==> src/common/uart_flow_regs.vh <==
// Register offsets, field positions, reset values and encodings of the
// UART flow, trigger and RS-485 turn-around control block.
// Assumes an 8-bit register port with a 4-bit word address.
`ifndef UART_FLOW_REGS_VH
`define UART_FLOW_REGS_VH

// ----------------------------------------------------------------------
// Register offsets
// ----------------------------------------------------------------------
`define OFS_ENHANCED_FEATURE   4'h0
`define OFS_RESUME_CHAR_ONE    4'h1
`define OFS_RESUME_CHAR_TWO    4'h2
`define OFS_PAUSE_CHAR_ONE     4'h3
`define OFS_PAUSE_CHAR_TWO     4'h4
`define OFS_TX_TRIGGER_LEVEL   4'h5
`define OFS_RX_TRIGGER_LEVEL   4'h6
`define OFS_FLOW_HIGH          4'h7
`define OFS_FLOW_LOW           4'h8
`define OFS_CLOCK_PRESCALER    4'h9
`define OFS_TURNAROUND_DELAY   4'hA
`define OFS_ADV_CONTROL_TWO    4'hB
`define OFS_FLOW_STATUS        4'hC

// ----------------------------------------------------------------------
// Field positions
// ----------------------------------------------------------------------
`define EFR_TX_HI              3
`define EFR_TX_LO              2
`define EFR_RX_HI              1
`define EFR_RX_LO              0
`define ACR2_POLARITY_FLIP     5
`define ACR2_TX_DRIVES_DIR     4
`define ACR2_DIR_ON_READY      3
`define ACR2_TX_OFF            2
`define ACR2_RX_OFF            1
`define ACR2_MULTIDROP         0
`define PRESCALER_HI           3
`define ST_TX_TRIGGER          0
`define ST_RX_TRIGGER          1
`define ST_FLOW_STOP           2
`define ST_REMOTE_PAUSED       3
`define ST_DIR_TRANSMIT        4

// ----------------------------------------------------------------------
// Reset values and encodings
// ----------------------------------------------------------------------
`define RESET_BYTE             8'h00
`define RESET_NIBBLE           4'h0
`define LEVEL_ZERO             8'h00
`define LEVEL_ONE              8'h01
`define FLOW_NONE              2'h0
`define FLOW_SET_TWO           2'h1
`define FLOW_SET_ONE           2'h2
`define FLOW_BOTH              2'h3

`endif

==> src/rtl/flow_char_matcher.v <==
// Compares received bytes against the pause and resume characters.
// Assumes bytes arrive as one-cycle strobes on the same clock.
`timescale 1ns/100ps
`include "uart_flow_regs.vh"

module flow_char_matcher (
   // Clock and reset
   input  wire       clk,
   input  wire       rstn,
   // Received byte stream
   input  wire       byte_valid,
   input  wire [7:0] byte_in,
   // Mode and characters
   input  wire [1:0] rx_mode,
   input  wire [1:0] tx_mode,
   input  wire [7:0] resume_one,
   input  wire [7:0] resume_two,
   input  wire [7:0] pause_one,
   input  wire [7:0] pause_two,
   // Detections
   output reg        pause_hit,
   output reg        resume_hit
);

   wire r1 = (byte_in == resume_one);
   wire r2 = (byte_in == resume_two);
   wire p1 = (byte_in == pause_one);
   wire p2 = (byte_in == pause_two);
   wire pair_mode = (rx_mode == `FLOW_BOTH) && (tx_mode == `FLOW_BOTH);
   reg  half_pause;
   reg  half_resume;
   reg  next_pause;
   reg  next_resume;

   // Single-character detection per receive mode, pair detection when both modes are FLOW_BOTH
   always @* begin
      next_pause  = 1'b0;
      next_resume = 1'b0;
      case (rx_mode)
         `FLOW_SET_ONE: begin
            next_pause  = p1;
            next_resume = r1;
         end
         `FLOW_SET_TWO: begin
            next_pause  = p2;
            next_resume = r2;
         end
         `FLOW_BOTH: begin
            next_pause  = pair_mode ? (half_pause && p2) : (p1 || p2);
            next_resume = pair_mode ? (half_resume && r2) : (r1 || r2);
         end
         default: begin
            next_pause  = 1'b0;
            next_resume = 1'b0;
         end
      endcase
   end

   // Pair tracking and registered one-cycle detections
   always @(posedge clk) begin
      if (!rstn) begin
         half_pause  <= 1'b0;
         half_resume <= 1'b0;
         pause_hit   <= 1'b0;
         resume_hit  <= 1'b0;
      end else begin
         pause_hit  <= byte_valid && next_pause;
         resume_hit <= byte_valid && next_resume;
         if (byte_valid) begin
            half_pause  <= pair_mode && p1;
            half_resume <= pair_mode && r1;
         end
      end
   end

endmodule // flow_char_matcher

==> src/rtl/uart_flow_control.v <==
// Flow control, trigger levels and RS-485 turn-around for one UART channel.
// Assumes FIFO counts, bytes and the bit-time tick come from logic on clk;
// the transmitter takes pause/resume characters over a valid/ready pair.
//
// The register offsets and the address-and-strobe port were chosen for this implementation.
`timescale 1ns/100ps
`include "uart_flow_regs.vh"

module uart_flow_control (
   // Clock and reset
   input  wire       clk,
   input  wire       rstn,
   // Register port
   input  wire [3:0] reg_addr,
   input  wire [7:0] reg_wdata,
   input  wire       reg_write,
   input  wire       reg_read,
   output reg  [7:0] reg_rdata,
   // FIFO fill levels
   input  wire [7:0] tx_fifo_count,
   input  wire [7:0] rx_fifo_count,
   // Threshold outputs
   output reg        tx_trigger,
   output reg        rx_trigger,
   output reg        flow_stop,
   // Flow character stream to the transmitter
   output reg        flow_char_valid,
   output reg  [7:0] flow_char,
   input  wire       flow_char_ready,
   // Received byte stream
   input  wire       rx_byte_valid,
   input  wire [7:0] rx_byte,
   output reg        remote_paused,
   // Transmitter state and bit timing
   input  wire       tx_shifting,
   input  wire       bit_tick,
   // Modem line values and pins
   input  wire       modem_request_n,
   input  wire       modem_ready_n,
   output reg        request_line_n,
   output reg        terminal_ready_line_n,
   // Configuration outputs
   output reg  [3:0] prescaler,
   output reg        transmitter_off,
   output reg        receiver_off,
   output reg        multidrop_enable
);

   localparam S_IDLE   = 3'b001;
   localparam S_FIRST  = 3'b010;
   localparam S_SECOND = 3'b100;

   // ----------------------------------------------------------------------
   // Registers
   // ----------------------------------------------------------------------
   reg  [3:0] enhanced_feature_register;
   reg  [7:0] resume_char_one;
   reg  [7:0] resume_char_two;
   reg  [7:0] pause_char_one;
   reg  [7:0] pause_char_two;
   reg  [7:0] transmit_trigger_level;
   reg  [7:0] receive_trigger_level;
   reg  [7:0] flow_high_threshold;
   reg  [7:0] flow_low_threshold;
   reg  [7:0] turnaround_delay;
   reg  [5:0] advanced_control_two;
   reg  [7:0] next_rdata;
   reg  [7:0] status;

   wire [1:0] tx_mode = enhanced_feature_register[`EFR_TX_HI:`EFR_TX_LO];
   wire [1:0] rx_mode = enhanced_feature_register[`EFR_RX_HI:`EFR_RX_LO];
   wire direction_polarity_flip      = advanced_control_two[`ACR2_POLARITY_FLIP];
   wire transmitter_drives_direction = advanced_control_two[`ACR2_TX_DRIVES_DIR];
   wire direction_on_ready           = advanced_control_two[`ACR2_DIR_ON_READY];

   // Register writes
   always @(posedge clk) begin
      if (!rstn) begin
         enhanced_feature_register <= `RESET_NIBBLE;
         resume_char_one           <= `RESET_BYTE;
         resume_char_two           <= `RESET_BYTE;
         pause_char_one            <= `RESET_BYTE;
         pause_char_two            <= `RESET_BYTE;
         transmit_trigger_level    <= `RESET_BYTE;
         receive_trigger_level     <= `RESET_BYTE;
         flow_high_threshold       <= `RESET_BYTE;
         flow_low_threshold        <= `RESET_BYTE;
         turnaround_delay          <= `RESET_BYTE;
         advanced_control_two      <= 6'h00;
         prescaler                 <= `RESET_NIBBLE;
      end else if (reg_write) begin
         case (reg_addr)
            `OFS_ENHANCED_FEATURE: enhanced_feature_register <= reg_wdata[3:0];
            `OFS_RESUME_CHAR_ONE:  resume_char_one <= reg_wdata;
            `OFS_RESUME_CHAR_TWO:  resume_char_two <= reg_wdata;
            `OFS_PAUSE_CHAR_ONE:   pause_char_one <= reg_wdata;
            `OFS_PAUSE_CHAR_TWO:   pause_char_two <= reg_wdata;
            `OFS_TX_TRIGGER_LEVEL: transmit_trigger_level <= reg_wdata;
            `OFS_RX_TRIGGER_LEVEL: receive_trigger_level <= reg_wdata;
            `OFS_FLOW_HIGH:        flow_high_threshold <= reg_wdata;
            `OFS_FLOW_LOW:         flow_low_threshold <= reg_wdata;
            `OFS_CLOCK_PRESCALER:  prescaler <= reg_wdata[`PRESCALER_HI:0];
            `OFS_TURNAROUND_DELAY: turnaround_delay <= reg_wdata;
            `OFS_ADV_CONTROL_TWO:  advanced_control_two <= reg_wdata[5:0];
            default: begin
            end
         endcase
      end
   end

   // Control bits steering the transmitter and receiver
   always @(posedge clk) begin
      if (!rstn) begin
         transmitter_off  <= 1'b0;
         receiver_off     <= 1'b0;
         multidrop_enable <= 1'b0;
      end else begin
         transmitter_off  <= advanced_control_two[`ACR2_TX_OFF];
         receiver_off     <= advanced_control_two[`ACR2_RX_OFF];
         multidrop_enable <= advanced_control_two[`ACR2_MULTIDROP];
      end
   end

   // Read mux; unmapped offsets read zero
   always @* begin
      case (reg_addr)
         `OFS_ENHANCED_FEATURE: next_rdata = {4'h0, enhanced_feature_register};
         `OFS_RESUME_CHAR_ONE:  next_rdata = resume_char_one;
         `OFS_RESUME_CHAR_TWO:  next_rdata = resume_char_two;
         `OFS_PAUSE_CHAR_ONE:   next_rdata = pause_char_one;
         `OFS_PAUSE_CHAR_TWO:   next_rdata = pause_char_two;
         `OFS_TX_TRIGGER_LEVEL: next_rdata = transmit_trigger_level;
         `OFS_RX_TRIGGER_LEVEL: next_rdata = receive_trigger_level;
         `OFS_FLOW_HIGH:        next_rdata = flow_high_threshold;
         `OFS_FLOW_LOW:         next_rdata = flow_low_threshold;
         `OFS_CLOCK_PRESCALER:  next_rdata = {4'h0, prescaler};
         `OFS_TURNAROUND_DELAY: next_rdata = turnaround_delay;
         `OFS_ADV_CONTROL_TWO:  next_rdata = {2'h0, advanced_control_two};
         `OFS_FLOW_STATUS:      next_rdata = status;
         default:               next_rdata = 8'h00;
      endcase
   end

   // Read data one cycle after the strobe, zero otherwise
   always @(posedge clk) begin
      if (!rstn)
         reg_rdata <= 8'h00;
      else if (reg_read)
         reg_rdata <= next_rdata;
      else
         reg_rdata <= 8'h00;
   end

   // ----------------------------------------------------------------------
   // Thresholds
   // ----------------------------------------------------------------------
   function [7:0] eff_level;
      input [7:0] lvl;
      begin
         eff_level = (lvl == `LEVEL_ZERO) ? `LEVEL_ONE : lvl;
      end
   endfunction

   // Trigger and flow hysteresis compare
   always @(posedge clk) begin
      if (!rstn) begin
         tx_trigger <= 1'b0;
         rx_trigger <= 1'b0;
         flow_stop  <= 1'b0;
      end else begin
         tx_trigger <= tx_fifo_count >= eff_level(transmit_trigger_level);
         rx_trigger <= rx_fifo_count >= eff_level(receive_trigger_level);
         if (rx_fifo_count >= eff_level(flow_high_threshold))
            flow_stop <= 1'b1;
         else if (rx_fifo_count <= eff_level(flow_low_threshold))
            flow_stop <= 1'b0;
      end
   end

   // ----------------------------------------------------------------------
   // Transmit flow characters
   // ----------------------------------------------------------------------
   reg  [2:0] state;
   reg  [2:0] next_state;
   reg        announced;
   reg        want;
   reg        next_valid;
   reg  [7:0] next_char;
   wire       sent = flow_char_valid && flow_char_ready;

   // Next state and character
   always @* begin
      next_state = state;
      next_valid = flow_char_valid;
      next_char  = flow_char;
      case (state)
         S_IDLE: begin
            if (tx_mode != `FLOW_NONE && flow_stop != announced) begin
               next_state = S_FIRST;
               next_valid = 1'b1;
               if (tx_mode == `FLOW_SET_TWO)
                  next_char = flow_stop ? pause_char_two : resume_char_two;
               else
                  next_char = flow_stop ? pause_char_one : resume_char_one;
            end
         end
         S_FIRST: begin
            if (sent && tx_mode == `FLOW_BOTH) begin
               next_state = S_SECOND;
               next_char  = want ? pause_char_two : resume_char_two;
            end else if (sent) begin
               next_state = S_IDLE;
               next_valid = 1'b0;
            end
         end
         S_SECOND: begin
            if (sent) begin
               next_state = S_IDLE;
               next_valid = 1'b0;
            end
         end
         default: begin
            next_state = S_IDLE;
            next_valid = 1'b0;
         end
      endcase
   end

   // Sequencer registers
   always @(posedge clk) begin
      if (!rstn) begin
         state           <= S_IDLE;
         announced       <= 1'b0;
         want            <= 1'b0;
         flow_char_valid <= 1'b0;
         flow_char       <= 8'h00;
      end else begin
         state           <= next_state;
         flow_char_valid <= next_valid;
         flow_char       <= next_char;
         if (state == S_IDLE && next_state == S_FIRST)
            want <= flow_stop;
         if (next_state == S_IDLE && state != S_IDLE)
            announced <= want;
         if (tx_mode == `FLOW_NONE && state == S_IDLE)
            announced <= 1'b0;
      end
   end

   // ----------------------------------------------------------------------
   // Receive flow characters
   // ----------------------------------------------------------------------
   wire pause_hit;
   wire resume_hit;

   flow_char_matcher matcher (
      .clk        (clk),
      .rstn       (rstn),
      .byte_valid (rx_byte_valid),
      .byte_in    (rx_byte),
      .rx_mode    (rx_mode),
      .tx_mode    (tx_mode),
      .resume_one (resume_char_one),
      .resume_two (resume_char_two),
      .pause_one  (pause_char_one),
      .pause_two  (pause_char_two),
      .pause_hit  (pause_hit),
      .resume_hit (resume_hit)
   );

   // Remote pause flag; a pause wins over a clear
   always @(posedge clk) begin
      if (!rstn)
         remote_paused <= 1'b0;
      else if (pause_hit)
         remote_paused <= 1'b1;
      else if (resume_hit || rx_mode == `FLOW_NONE)
         remote_paused <= 1'b0;
   end

   // ----------------------------------------------------------------------
   // RS-485 direction control
   // ----------------------------------------------------------------------
   reg  [7:0] turn_count;
   reg        dir_transmit;
   reg        shifting_d;
   wire       dir_active = multidrop_enable && transmitter_drives_direction;
   wire       dir_level  = dir_transmit ^ ~direction_polarity_flip;

   // Turn-around countdown in bit times
   always @(posedge clk) begin
      if (!rstn) begin
         turn_count   <= 8'h00;
         dir_transmit <= 1'b0;
         shifting_d   <= 1'b0;
      end else begin
         shifting_d <= tx_shifting;
         if (!dir_active) begin
            dir_transmit <= 1'b0;
            turn_count   <= 8'h00;
         end else if (tx_shifting) begin
            dir_transmit <= 1'b1;
            turn_count   <= turnaround_delay;
         end else if (shifting_d) begin
            turn_count <= turnaround_delay;
            if (turnaround_delay == 8'h00)
               dir_transmit <= 1'b0;
         end else if (dir_transmit && bit_tick) begin
            if (turn_count <= 8'h01) begin
               turn_count   <= 8'h00;
               dir_transmit <= 1'b0;
            end else begin
               turn_count <= turn_count - 8'h01;
            end
         end
      end
   end

   // Pin selection between modem value and direction level
   always @(posedge clk) begin
      if (!rstn) begin
         request_line_n        <= 1'b1;
         terminal_ready_line_n <= 1'b1;
      end else begin
         request_line_n        <= (dir_active && !direction_on_ready) ?
                                  dir_level : modem_request_n;
         terminal_ready_line_n <= (dir_active && direction_on_ready) ?
                                  dir_level : modem_ready_n;
      end
   end

   // Status byte
   always @* begin
      status = 8'h00;
      status[`ST_TX_TRIGGER]    = tx_trigger;
      status[`ST_RX_TRIGGER]    = rx_trigger;
      status[`ST_FLOW_STOP]     = flow_stop;
      status[`ST_REMOTE_PAUSED] = remote_paused;
      status[`ST_DIR_TRANSMIT]  = dir_transmit;
   end

endmodule // uart_flow_control

==> config.mk <==
export PLATFORM = sky130hd
export DESIGN_NAME = uart_flow_control
export DESIGN_NICKNAME = d
export VERILOG_FILES = /design/src/rtl/flow_char_matcher.v /design/src/rtl/uart_flow_control.v
export VERILOG_INCLUDE_DIRS = /design/src /design/src/common
export SDC_FILE = /design/constraint.sdc
export NUM_CORES = 1
export LEC_CHECK = 0
export ABC_CLOCK_PERIOD_IN_PS = 1850
export BUFFER_PORTS_ARGS = -buffer_cell sky130_fd_sc_hd__buf_2
export CORE_ASPECT_RATIO = 1.4
export CORE_UTILIZATION = 56
export CTS_BUF_LIST = sky130_fd_sc_hd__clkbuf_4
export DETAILED_ROUTE_END_ITERATION = 12
export HOLD_SLACK_MARGIN = 0.05
export PLACE_DENSITY_LB_ADDON = 0.25
export SLEW_MARGIN = 0
export SYNTH_ARGS = -nofsm -noshare
export SYNTH_HDL_FRONTEND = slang
export SYNTH_SLANG_ARGS = --single-unit
==> constraint.sdc <==
create_clock -name clk -period 1.85 [get_ports clk]
set_clock_uncertainty 0.2 [all_clocks]
set_input_delay 0.185 -clock clk [delete_from_list [all_inputs] [get_ports clk]]
set_output_delay 0.185 -clock clk [all_outputs]
set_load 0.03 [all_outputs]
# After elaboration in Yosys (flattened, before gate mapping)
# Index checks and enable logic that the tools add are counted.
# Widths: inputs -> output; s select.
[word_totals]
elab_cells = 167
regBits = 131
in_bits = 46
[classes]
muxes = 39
bitwise = 3
n_addsub = 1
n_eq_ne = 32
n_lt_le_gt_ge = 5
n_reduce_logical = 53
[op_table]
columns = ["op", "n"]
rows = [
  ["$mux 8", 14],
  ["$pmux 8 s13", 1],
  ["$logic_not 8->1", 5],
  ["$eq 8x8->1", 4],
  ["$reduce_and 2->1", 15],
  ["$ge 8x8->1", 3],
  ["$eq 4x4->1 const B", 5],
  ["$logic_and 1x1->1", 17],
  ["$eq 4x3->1 const B", 4],
  ["$mux 1", 16],
  ["$pmux 8 s2", 1],
  ["$mux 3", 3],
  ["$pmux 1 s3", 3],
  ["$pmux 3 s3", 1],
  ["$eq 4x2->1 const B", 2],
  ["$le 8x1->1 const B", 1],
  ["$le 8x8->1", 1],
  ["$reduce_bool 2->1", 4],
  ["$sub 8x1->8 const B", 1],
  ["$eq 2x2->1 const B", 3],
  ["$eq 3x1->1 const B", 2],
  ["$eq 3x2->1 const B", 2],
  ["$ne 2x2->1 const B", 3],
  ["$reduce_and 3->1", 2],
  ["other kinds (14)", 20],
]

# Longest topological paths before layout
# Gate-level depths: netlist (run 1).
[depth]
ltp_word = 6
depth_mapped = 8

# Cells and area by module
# From an unflattened synthesis (run 1), not the netlist that was laid out.
[hier_totals]
cells_unflattened = 833
area_unflattened_um2 = 7579.8
[modules_own_cells]
columns = ["mod", "seq_area_each_um2", "instances", "area_per_inst_um2", "cells_each"]
rows = [
  ["uart_flow_control", 2542.4, 1, 7061.8, 772],
  ["flow_char_matcher", 80.1, 1, 518.0, 61],
]

# Worst setup path after synthesis (run 1)
# OpenSTA, ideal clock, no wires.
[synth_timing]
path_type = "reg-to-reg"
from = "reg flow_stop"
to = "reg flow_char[6]"
arrival_ns = 1.684
path_buffers = 1
stages_incl_launch_ff = 5
setup_time_ns = 0.121
path_slack_ns = -0.155
synth_period_minus_slack_ns = 2.005
t_required_ns = 1.529
path_cell_list = "dfxtp_1 -> buf_1 -> mux4_2 -> a21oi_1 -> a21oi_1"
[synth_between]
elab_chain_len = 4
elab_cells_between_ends = 9
[synth_lines]
columns = ["item", "line_no", "source"]
rows = [
  ["start: declaration", "uart_flow_control.v:25", "output reg flow_stop,"],
  ["start signal: assignment", "uart_flow_control.v:169", "flow_stop <= 1'b0;"],
  ["start signal: assignment", "uart_flow_control.v:174", "flow_stop <= 1'b1;"],
  ["start signal: assignment", "uart_flow_control.v:176", "flow_stop <= 1'b0;"],
  ["$mux 8 (tied with other cells)", "uart_flow_control.v:204", "next_char = flow_stop ? pause_char_one : resume_char_one;"],
  ["$mux 8 / $logic_and 1x1->1 (equally long branches)", "uart_flow_control.v:201, uart_flow_control.v:198", ""],
  ["$mux 8 / $ne 2x2->1 (equally long branches)", "-", ""],
  ["$pmux 8 s2 / $reduce_and 3->1 (equally long branches)", "-", ""],
  ["end signal: assignment", "uart_flow_control.v:240", "flow_char <= next_char;"],
  ["end: declaration", "uart_flow_control.v:28", "output reg [7:0] flow_char,"],
]
# Several ways; a longest one is shown, not always the timed one. The select of a mux whose other input is x is not followed.
# A chain may end at the register's enable or synchronous reset.

# Final worst setup path (run 1)
[layout_timing]
from = "reg flow_high_threshold[4]"
to = "reg flow_stop"
[layout_between]
elab_chain_len = 4
elab_cells_between_ends = 5
[layout_lines]
columns = ["item", "line_no", "source"]
rows = [
  ["start: declaration", "uart_flow_control.v:63", "reg [7:0] flow_high_threshold;"],
  ["start signal: assignment", "uart_flow_control.v:86", "flow_high_threshold <= `RESET_BYTE;"],
  ["start signal: assignment", "uart_flow_control.v:100", "`OFS_FLOW_HIGH: flow_high_threshold <= reg_wdata;"],
  ["$logic_not 8->1 (no line)", "-", ""],
  ["$mux 8 (*)", "uart_flow_control.v:160", "eff_level = (lvl == `LEVEL_ZERO) ? `LEVEL_ONE : lvl;"],
  ["$ge 8x8->1 (*)", "uart_flow_control.v:173", "if (rx_fifo_count >= eff_level(flow_high_threshold))"],
  ["$mux 1 / $reduce_bool 2->1 (equally long branches)", "-", ""],
]
# Mark *: on every way between the ends. The rest lies on a longest branch, timed or not.

==> impl_metrics.env, run 1 <==
export IMPL_dpl_cell_area_um2=8770
export IMPL_via_count=7391
export IMPL_synth_compound_area_share=0.189
export IMPL_synth_fa_ha_area_frac=0.0564
export IMPL_drt_total_wl_um=24600
export IMPL_min_path_type="input port to register"
export IMPL_intPower_mw=4.08
export IMPL_dieArea_um2=13900
export IMPL_clkSinkCount=131
export IMPL_grt_max_degree=71
export IMPL_grt_pass1_vias=7180
export IMPL_setup_ws_ns=-0.168
export IMPL_hold_viol_final=0
export IMPL_syn_area_um2=7540
export IMPL_io_pins=76
export IMPL_cp_data_required_time_ns=2.11
export IMPL_antenna_found_initial=2
export IMPL_vdd_drop_max_mv=0.556
export IMPL_cts_htree_levels=4
export IMPL_rsz0062_at_grt="yes"
export IMPL_synth_edf_count=0
export IMPL_synthXorXnorAreaFrac=0.0464
export IMPL_drive_gt1_frac=0.248
export IMPL_insertion_delay_ns=0.59
export IMPL_relSlewSlack=0.645
export IMPL_clockBufferDepth=2
export IMPL_synth_ff_latch_count=131
export IMPL_rows=49
export IMPL_setup_viol=11
export IMPL_die_h_um=139
export IMPL_path_clk_slew_ns=0.12
export IMPL_synthDistinctLibCells=58
export IMPL_finalCriticalPeriod_ns=2.02
export IMPL_core_area_um2=13000
export IMPL_drt_iter0_drc=740
export IMPL_synth_simple_area_share=0.182
export IMPL_max_freq_mhz=496
export IMPL_synthTopCellsByArea="dfxtp_1 (35%), mux2i_1 (9.4%), ha_1 (5.6%)"
export IMPL_synthArstFlopShare=0
export IMPL_end_kind="register"
export IMPL_synth_top_cell_by_area="dfxtp_1"
export IMPL_cts_buffers_inserted=17
export IMPL_cp_max_fo=2
export IMPL_power_leakage_nw=3.86
export IMPL_p_per_area_nw_per_um2=598
export IMPL_power_switching_share=0.293
export IMPL_seq_power_share=0.503
export IMPL_start_util=0.580
export IMPL_fin_area_um2=9670
export IMPL_syn_inst=856
export IMPL_wl_per_cell_um=20.0
export IMPL_vias_per_cell=6.00
export IMPL_synth_top_cell_area_share=0.348
export IMPL_yosysWarnings=0
export IMPL_final_util=0.744
export IMPL_grt_pass1_wl_um=37400
export IMPL_cap_violations=0
export IMPL_fin_crit_sh=1.09
export IMPL_synth_most_common_cell="dfxtp_1"
export IMPL_synth_area_per_cell_um2=8.81
export IMPL_synth_mux_area_frac=0.129
export IMPL_worstPathArrival_ns=2.28
export IMPL_crit_type="register to register"
export IMPL_p_clk_frac=0.341
export IMPL_syn_num_nets=936
export IMPL_grt_ovfl_total=0
export IMPL_nNetsFinal=1120
export IMPL_dp_final_hpwl_um=17000
export IMPL_cp_start_kind="register"
export IMPL_drc_errors=0
export IMPL_power_switching_mw=1.70
export IMPL_status="complete, but fails checks"
export IMPL_worst_pin_slew_ns=0.531
export IMPL_area_growth_pct=28.2
export IMPL_clock_root_buffer="clkbuf_4"
export IMPL_cts_tree="built"
export IMPL_gp_congestion=1.04
export IMPL_grt_use_total=0.355
export IMPL_antenna_left=0
export IMPL_fp_dieW_um=100
export IMPL_synth_flop_cell="dfxtp_1"
export IMPL_violations="negative setup slack"
export IMPL_ys_seq_area_frac=0.348
export IMPL_slew_violations=0
export IMPL_firstDrtPassIters=7
export IMPL_power_frac_comb=0.157
export IMPL_synth_top_family_by_area="compound AO/OA/AOI/OAI gates"
export IMPL_post_cts_buffers=0
export IMPL_synth_commonest_cells="dfxtp_1 (131), nand2_1 (74), mux2i_1 (71), nor2b_1 (68), o21ai_0 (59)"
export IMPL_io_buffer_count=75
==> metal layers <==
metal  track usage  share of wire
met5             0              0
met4         0.213          0.061
met3        0.0779          0.072
met2         0.619           0.50
met1         0.390           0.37
==> stage by stage <==
stage	hold slack (ns)	power, mW	setup WS, ns	std cells	setup TNS, ns
floorplan	0.107	3.42	-0.0225	856	-0.0370
global placement	0.211	3.72	-0.118	1154	-0.889
detailed placement	0.222	3.74	-0.248	1154	-2.25
CTS	0.0586	5.75	-0.136	1229	-0.808
global route	0.128	5.98	-0.295	1231	-1.91
finish	0.121	5.78	-0.168	1231	-1.24
==> final timing paths <==
path	cells past startpoint	slack [ns]	end	startpoint
worst min register to register	1	0.25	remote_paused	matcher.pause_hit
worst min-delay path	6	0.12	rx_trigger	rx_fifo_count[1]
worst max-delay path	7	-0.17	flow_stop	flow_high_threshold[4]
worst max register to register	7	-0.17	flow_stop	flow_high_threshold[4]
==> timing repair <==
action,CTS,global route
endpoints found under the setup margin,17,28
hold buffers,44,0
resized for setup,7,23
pin swaps,6,2
cloned,0,1
endpoints found under the hold margin,131,0
==> state kept, by name, summed over array words and instances, names as in the netlist, 3 cells and up <==
signal                     flops
resume_char_two                8
state                          3
enhanced_feature_register      4
pause_char_one                 8
pause_char_two                 8
turnaround_delay               8
flow_char                      8
advanced_control_two           6
flow_high_threshold            8
turn_count                     8
flow_low_threshold             8
prescaler                      4
reg_rdata                      8
receive_trigger_level          8
resume_char_one                8
transmit_trigger_level         8
==> power groups by stage <==
stage / Combinational (mW) / Sequential (mW) / Clock (mW)
floorplan: 0.433 / 2.98 / 0
global placement: 0.761 / 2.96 / 0
detailed placement: 0.771 / 2.96 / 0
CTS: 0.846 / 2.90 / 2.00
global route: 0.965 / 2.91 / 2.11
finish: 0.906 / 2.91 / 1.97
==> cell type report <==
type | instances | area (um2)
tap | 178 | 223
fill | 1013 | 3330
antenna | 1 | 2.50
inverter | 39 | 146
clock inverter | 14 | 153
multi-input combinational | 631 | 4690
timing repair buffer | 220 | 1700
sequential | 131 | 2630
clock buffer | 17 | 128
==> kinds of logic (layout without fill, tap and decap cells) <==
| logic type | after synthesis | in the layout |
|---|---|---|
| AO/OA/AOI/OAI | 215 | 215 |
| XOR/XNOR | 40 | 40 |
| adder cells (fa/ha/maj) | 34 | 34 |
| buffers and inverters | 94 | 290 |
| flip-flops | 131 | 131 |
| multiplexers | 85 | 85 |
| other | 0 | 1 |
| AND/OR/NAND/NOR | 257 | 257 |
==> placed cells by master (no fill, tap or decap), types with 10 or more instances in the layout <==
cell type and count:
dfxtp_1 125, buf_4 92, buf_2 73, nand2_1 72
mux2i_1 71, nor2b_1 68, o21ai_0 57, dlygate4sd3_1 44
inv_1 39, nor2_1 36, a21boi_0 34, a21oi_1 34
ha_1 34, xor2_1 30, clkbuf_4 19, nand3_1 14
a22oi_1 13, xnor2_1 10
==> worst max-delay path, stage by stage, from the launching register on <==
cell	delay, ns
dfxtp_1	0.35
nor4_2	0.31
a41o_1	0.21
ha_1	0.22
nor2b_1	0.12
o21ai_0	0.11
a41oi_1	0.25
o22ai_2	0.14
Note: power is estimated with default switching activity, not from simulation.
==> run 2: changes to the inputs <==
CORE_UTILIZATION = 40   (was 56)
==> impl_metrics.env, run 2 (synthesis results as in run 1) <==
export IMPL_rows=59
export IMPL_fillCellCount=1785
export IMPL_drc_errors=0
export IMPL_most_common_layout_cells="dfxtp_1 (124), buf_4 (102), nand2_1 (74), buf_2 (74), mux2i_1 (71)"
export IMPL_io_pins=76
export IMPL_grt_use_total=0.260
export IMPL_worstHoldEndpoint="tx_trigger"
export IMPL_total_power_mw=5.38
export IMPL_nNetsFinal=1130
export IMPL_insertion_delay_ns=0.58
export IMPL_power_switching_mw=1.62
export IMPL_worst_pin_slew_ns=0.510
export IMPL_dieArea_um2=19400
export IMPL_relSlewSlack=0.659
export IMPL_min_path_type="input port to register"
export IMPL_crit_slowest_cell="dfxtp_2"
export IMPL_seq_power_share=0.540
export IMPL_grt_pass1_vias=6984
export IMPL_crit_type="register to register"
export IMPL_dp_final_hpwl_um=18700
export IMPL_power_switching_share=0.301
export IMPL_die_h_um=164
export IMPL_fp_dieW_um=118
export IMPL_path_clk_slew_ns=0.11
export IMPL_crit_family="compound AO/OA/AOI/OAI gates"
export IMPL_area_growth_pct=28.9
export IMPL_firstDrtPassIters=7
export IMPL_final_common_cell="dfxtp_1"
export IMPL_holdPathStages=6
export IMPL_cap_violations=0
export IMPL_cp_max_fo=2
export IMPL_start_util=0.407
export IMPL_vias_per_cell=5.53
export IMPL_cts_buffers_inserted=17
export IMPL_slew_violations=0
export IMPL_grt_max_degree=42
export IMPL_clkSinkCount=131
export IMPL_end_kind="register"
export IMPL_vdd_drop_max_mv=0.240
export IMPL_drt_total_wl_um=25000
export IMPL_cp_data_required_time_ns=2.12
export IMPL_wl_per_cell_um=19.2
export IMPL_drt_iter0_drc=578
export IMPL_violations="negative setup slack"
export IMPL_fin_crit_sh=1.08
export IMPL_critical_path_cell_chain="nor4_4 > a41o_1 > ha_1 > nand2b_4 > a21o_1 > a211oi_2 > o21ai_1 > o211a_1"
export IMPL_cp_start_kind="register"
export IMPL_r2r_start="receive_trigger_level[7]"
export IMPL_status="complete, but fails checks"
export IMPL_grt_pass1_wl_um=38200
export IMPL_cts_htree_levels=4
export IMPL_cts_tree="built"
export IMPL_max_freq_mhz=499
export IMPL_p_clk_frac=0.294
export IMPL_rsz0062_at_grt="yes"
export IMPL_grt_ovfl_total=0
export IMPL_io_buffer_count=75
export IMPL_antenna_left=0
export IMPL_hold_viol_final=0
export IMPL_r2r_end="rx_trigger"
export IMPL_via_count=7217
export IMPL_ff2ff_setup_slack_ns=-0.16
export IMPL_worstPathArrival_ns=2.28
export IMPL_core_area_um2=18500
export IMPL_gp_congestion=0.953
export IMPL_r2r_cells=8
export IMPL_p_per_area_nw_per_um2=553
export IMPL_setup_viol=12
export IMPL_power_leakage_nw=3.86
export IMPL_clockBufferDepth=2
export IMPL_fin_setup_tns_ns=-0.957
export IMPL_path_buf_inv=0
export IMPL_clock_root_buffer="clkbuf_4"
export IMPL_intPower_mw=3.76
export IMPL_power_frac_comb=0.166
export IMPL_drive_gt1_frac=0.254
export IMPL_antenna_found_initial=1
export IMPL_hold_start="tx_fifo_count[1]"
export IMPL_setup_ws_ns=-0.155
export IMPL_cpPeakStageDelay_ns=0.35
export IMPL_finalCriticalPeriod_ns=2.01
run 2: cell count changes in the layout (fill, tap and decap cells not counted), sizes merged:
cell	change
buf	+14
bufinv	-2
clkbuf	-2
clkinv	+5
dlygate4sd3	-2
inv	-4
run 2: timing repair:
action / 4_1_cts / 5_1_grt
hold buffers: 42 / 0
pin swaps: 7 / 6
setup endpoints to repair: 17 / 44
endpoints found under the hold margin: 131 / 0
gates resized for setup: 14 / 17
buffers inserted: 1 / 2
run 2: cell type report:
| class | instances | area (um2) | area share |
|---|---|---|---|
| clock inverter | 13 | 72.6 | 0.00746 |
| multi-input combinational | 631 | 4680 | 0.481 |
| clock buffer | 17 | 128 | 0.0131 |
| antenna | 1 | 2.50 | 0.000257 |
| inverter | 39 | 146 | 0.0151 |
| tap | 244 | 305 | 0.0314 |
| sequential | 131 | 2630 | 0.271 |
| timing repair buffer | 230 | 1760 | 0.181 |
run 2: worst reg2reg max path, stage by stage, from the launching register on:
cell	delay (ns)
dfxtp_2	0.35
nor4_4	0.27
a41o_1	0.20
ha_1	0.23
nand2b_4	0.14
a21o_1	0.15
a211oi_2	0.19
o21ai_1	0.09
o211a_1	0.11
run 2: worst max path at each step:
stage / slack, ns / from / endpoint / depth (start not counted)
after floorplan: -0.02 / receive_trigger_level[7] / rx_trigger / 8
after global placement: -0.19 / announced / flow_char[1] / 5
after detailed placement: -0.29 / announced / flow_char[1] / 5
after CTS: -0.12 / receive_trigger_level[7] / rx_trigger / 8
after global routing: -0.25 / receive_trigger_level[7] / rx_trigger / 8
final: -0.16 / receive_trigger_level[7] / rx_trigger / 8
run 2: routing by layer:
metal	wire [um]	track usage
met4	1030	0.131
met1	9880	0.281
met5	0	0
met2	12900	0.483
met3	1200	0.0494
run 2: per-stage QoR:
stage	utilization	hold WS, ns	worst slack [ns]	cells	area (um2)
after global routing	0.525	0.100	-0.252	1306	9720
final	0.525	0.0663	-0.155	1306	9720
after CTS	0.518	0.0516	-0.119	1303	9610
after floorplan	-	0.107	-0.0225	856	7560
after global placement	0.481	0.217	-0.191	1230	8900
after detailed placement	0.481	0.223	-0.293	1230	8900
run 2: power by group through the flow:
stage	combinational [mW]	clock (mW)	sequential [mW]
after floorplan	0.433	0	2.98
after global placement	0.784	0	2.96
after detailed placement	0.792	0	2.97
after CTS	0.873	1.61	2.90
after global routing	0.966	1.74	2.91
final	0.895	1.58	2.90
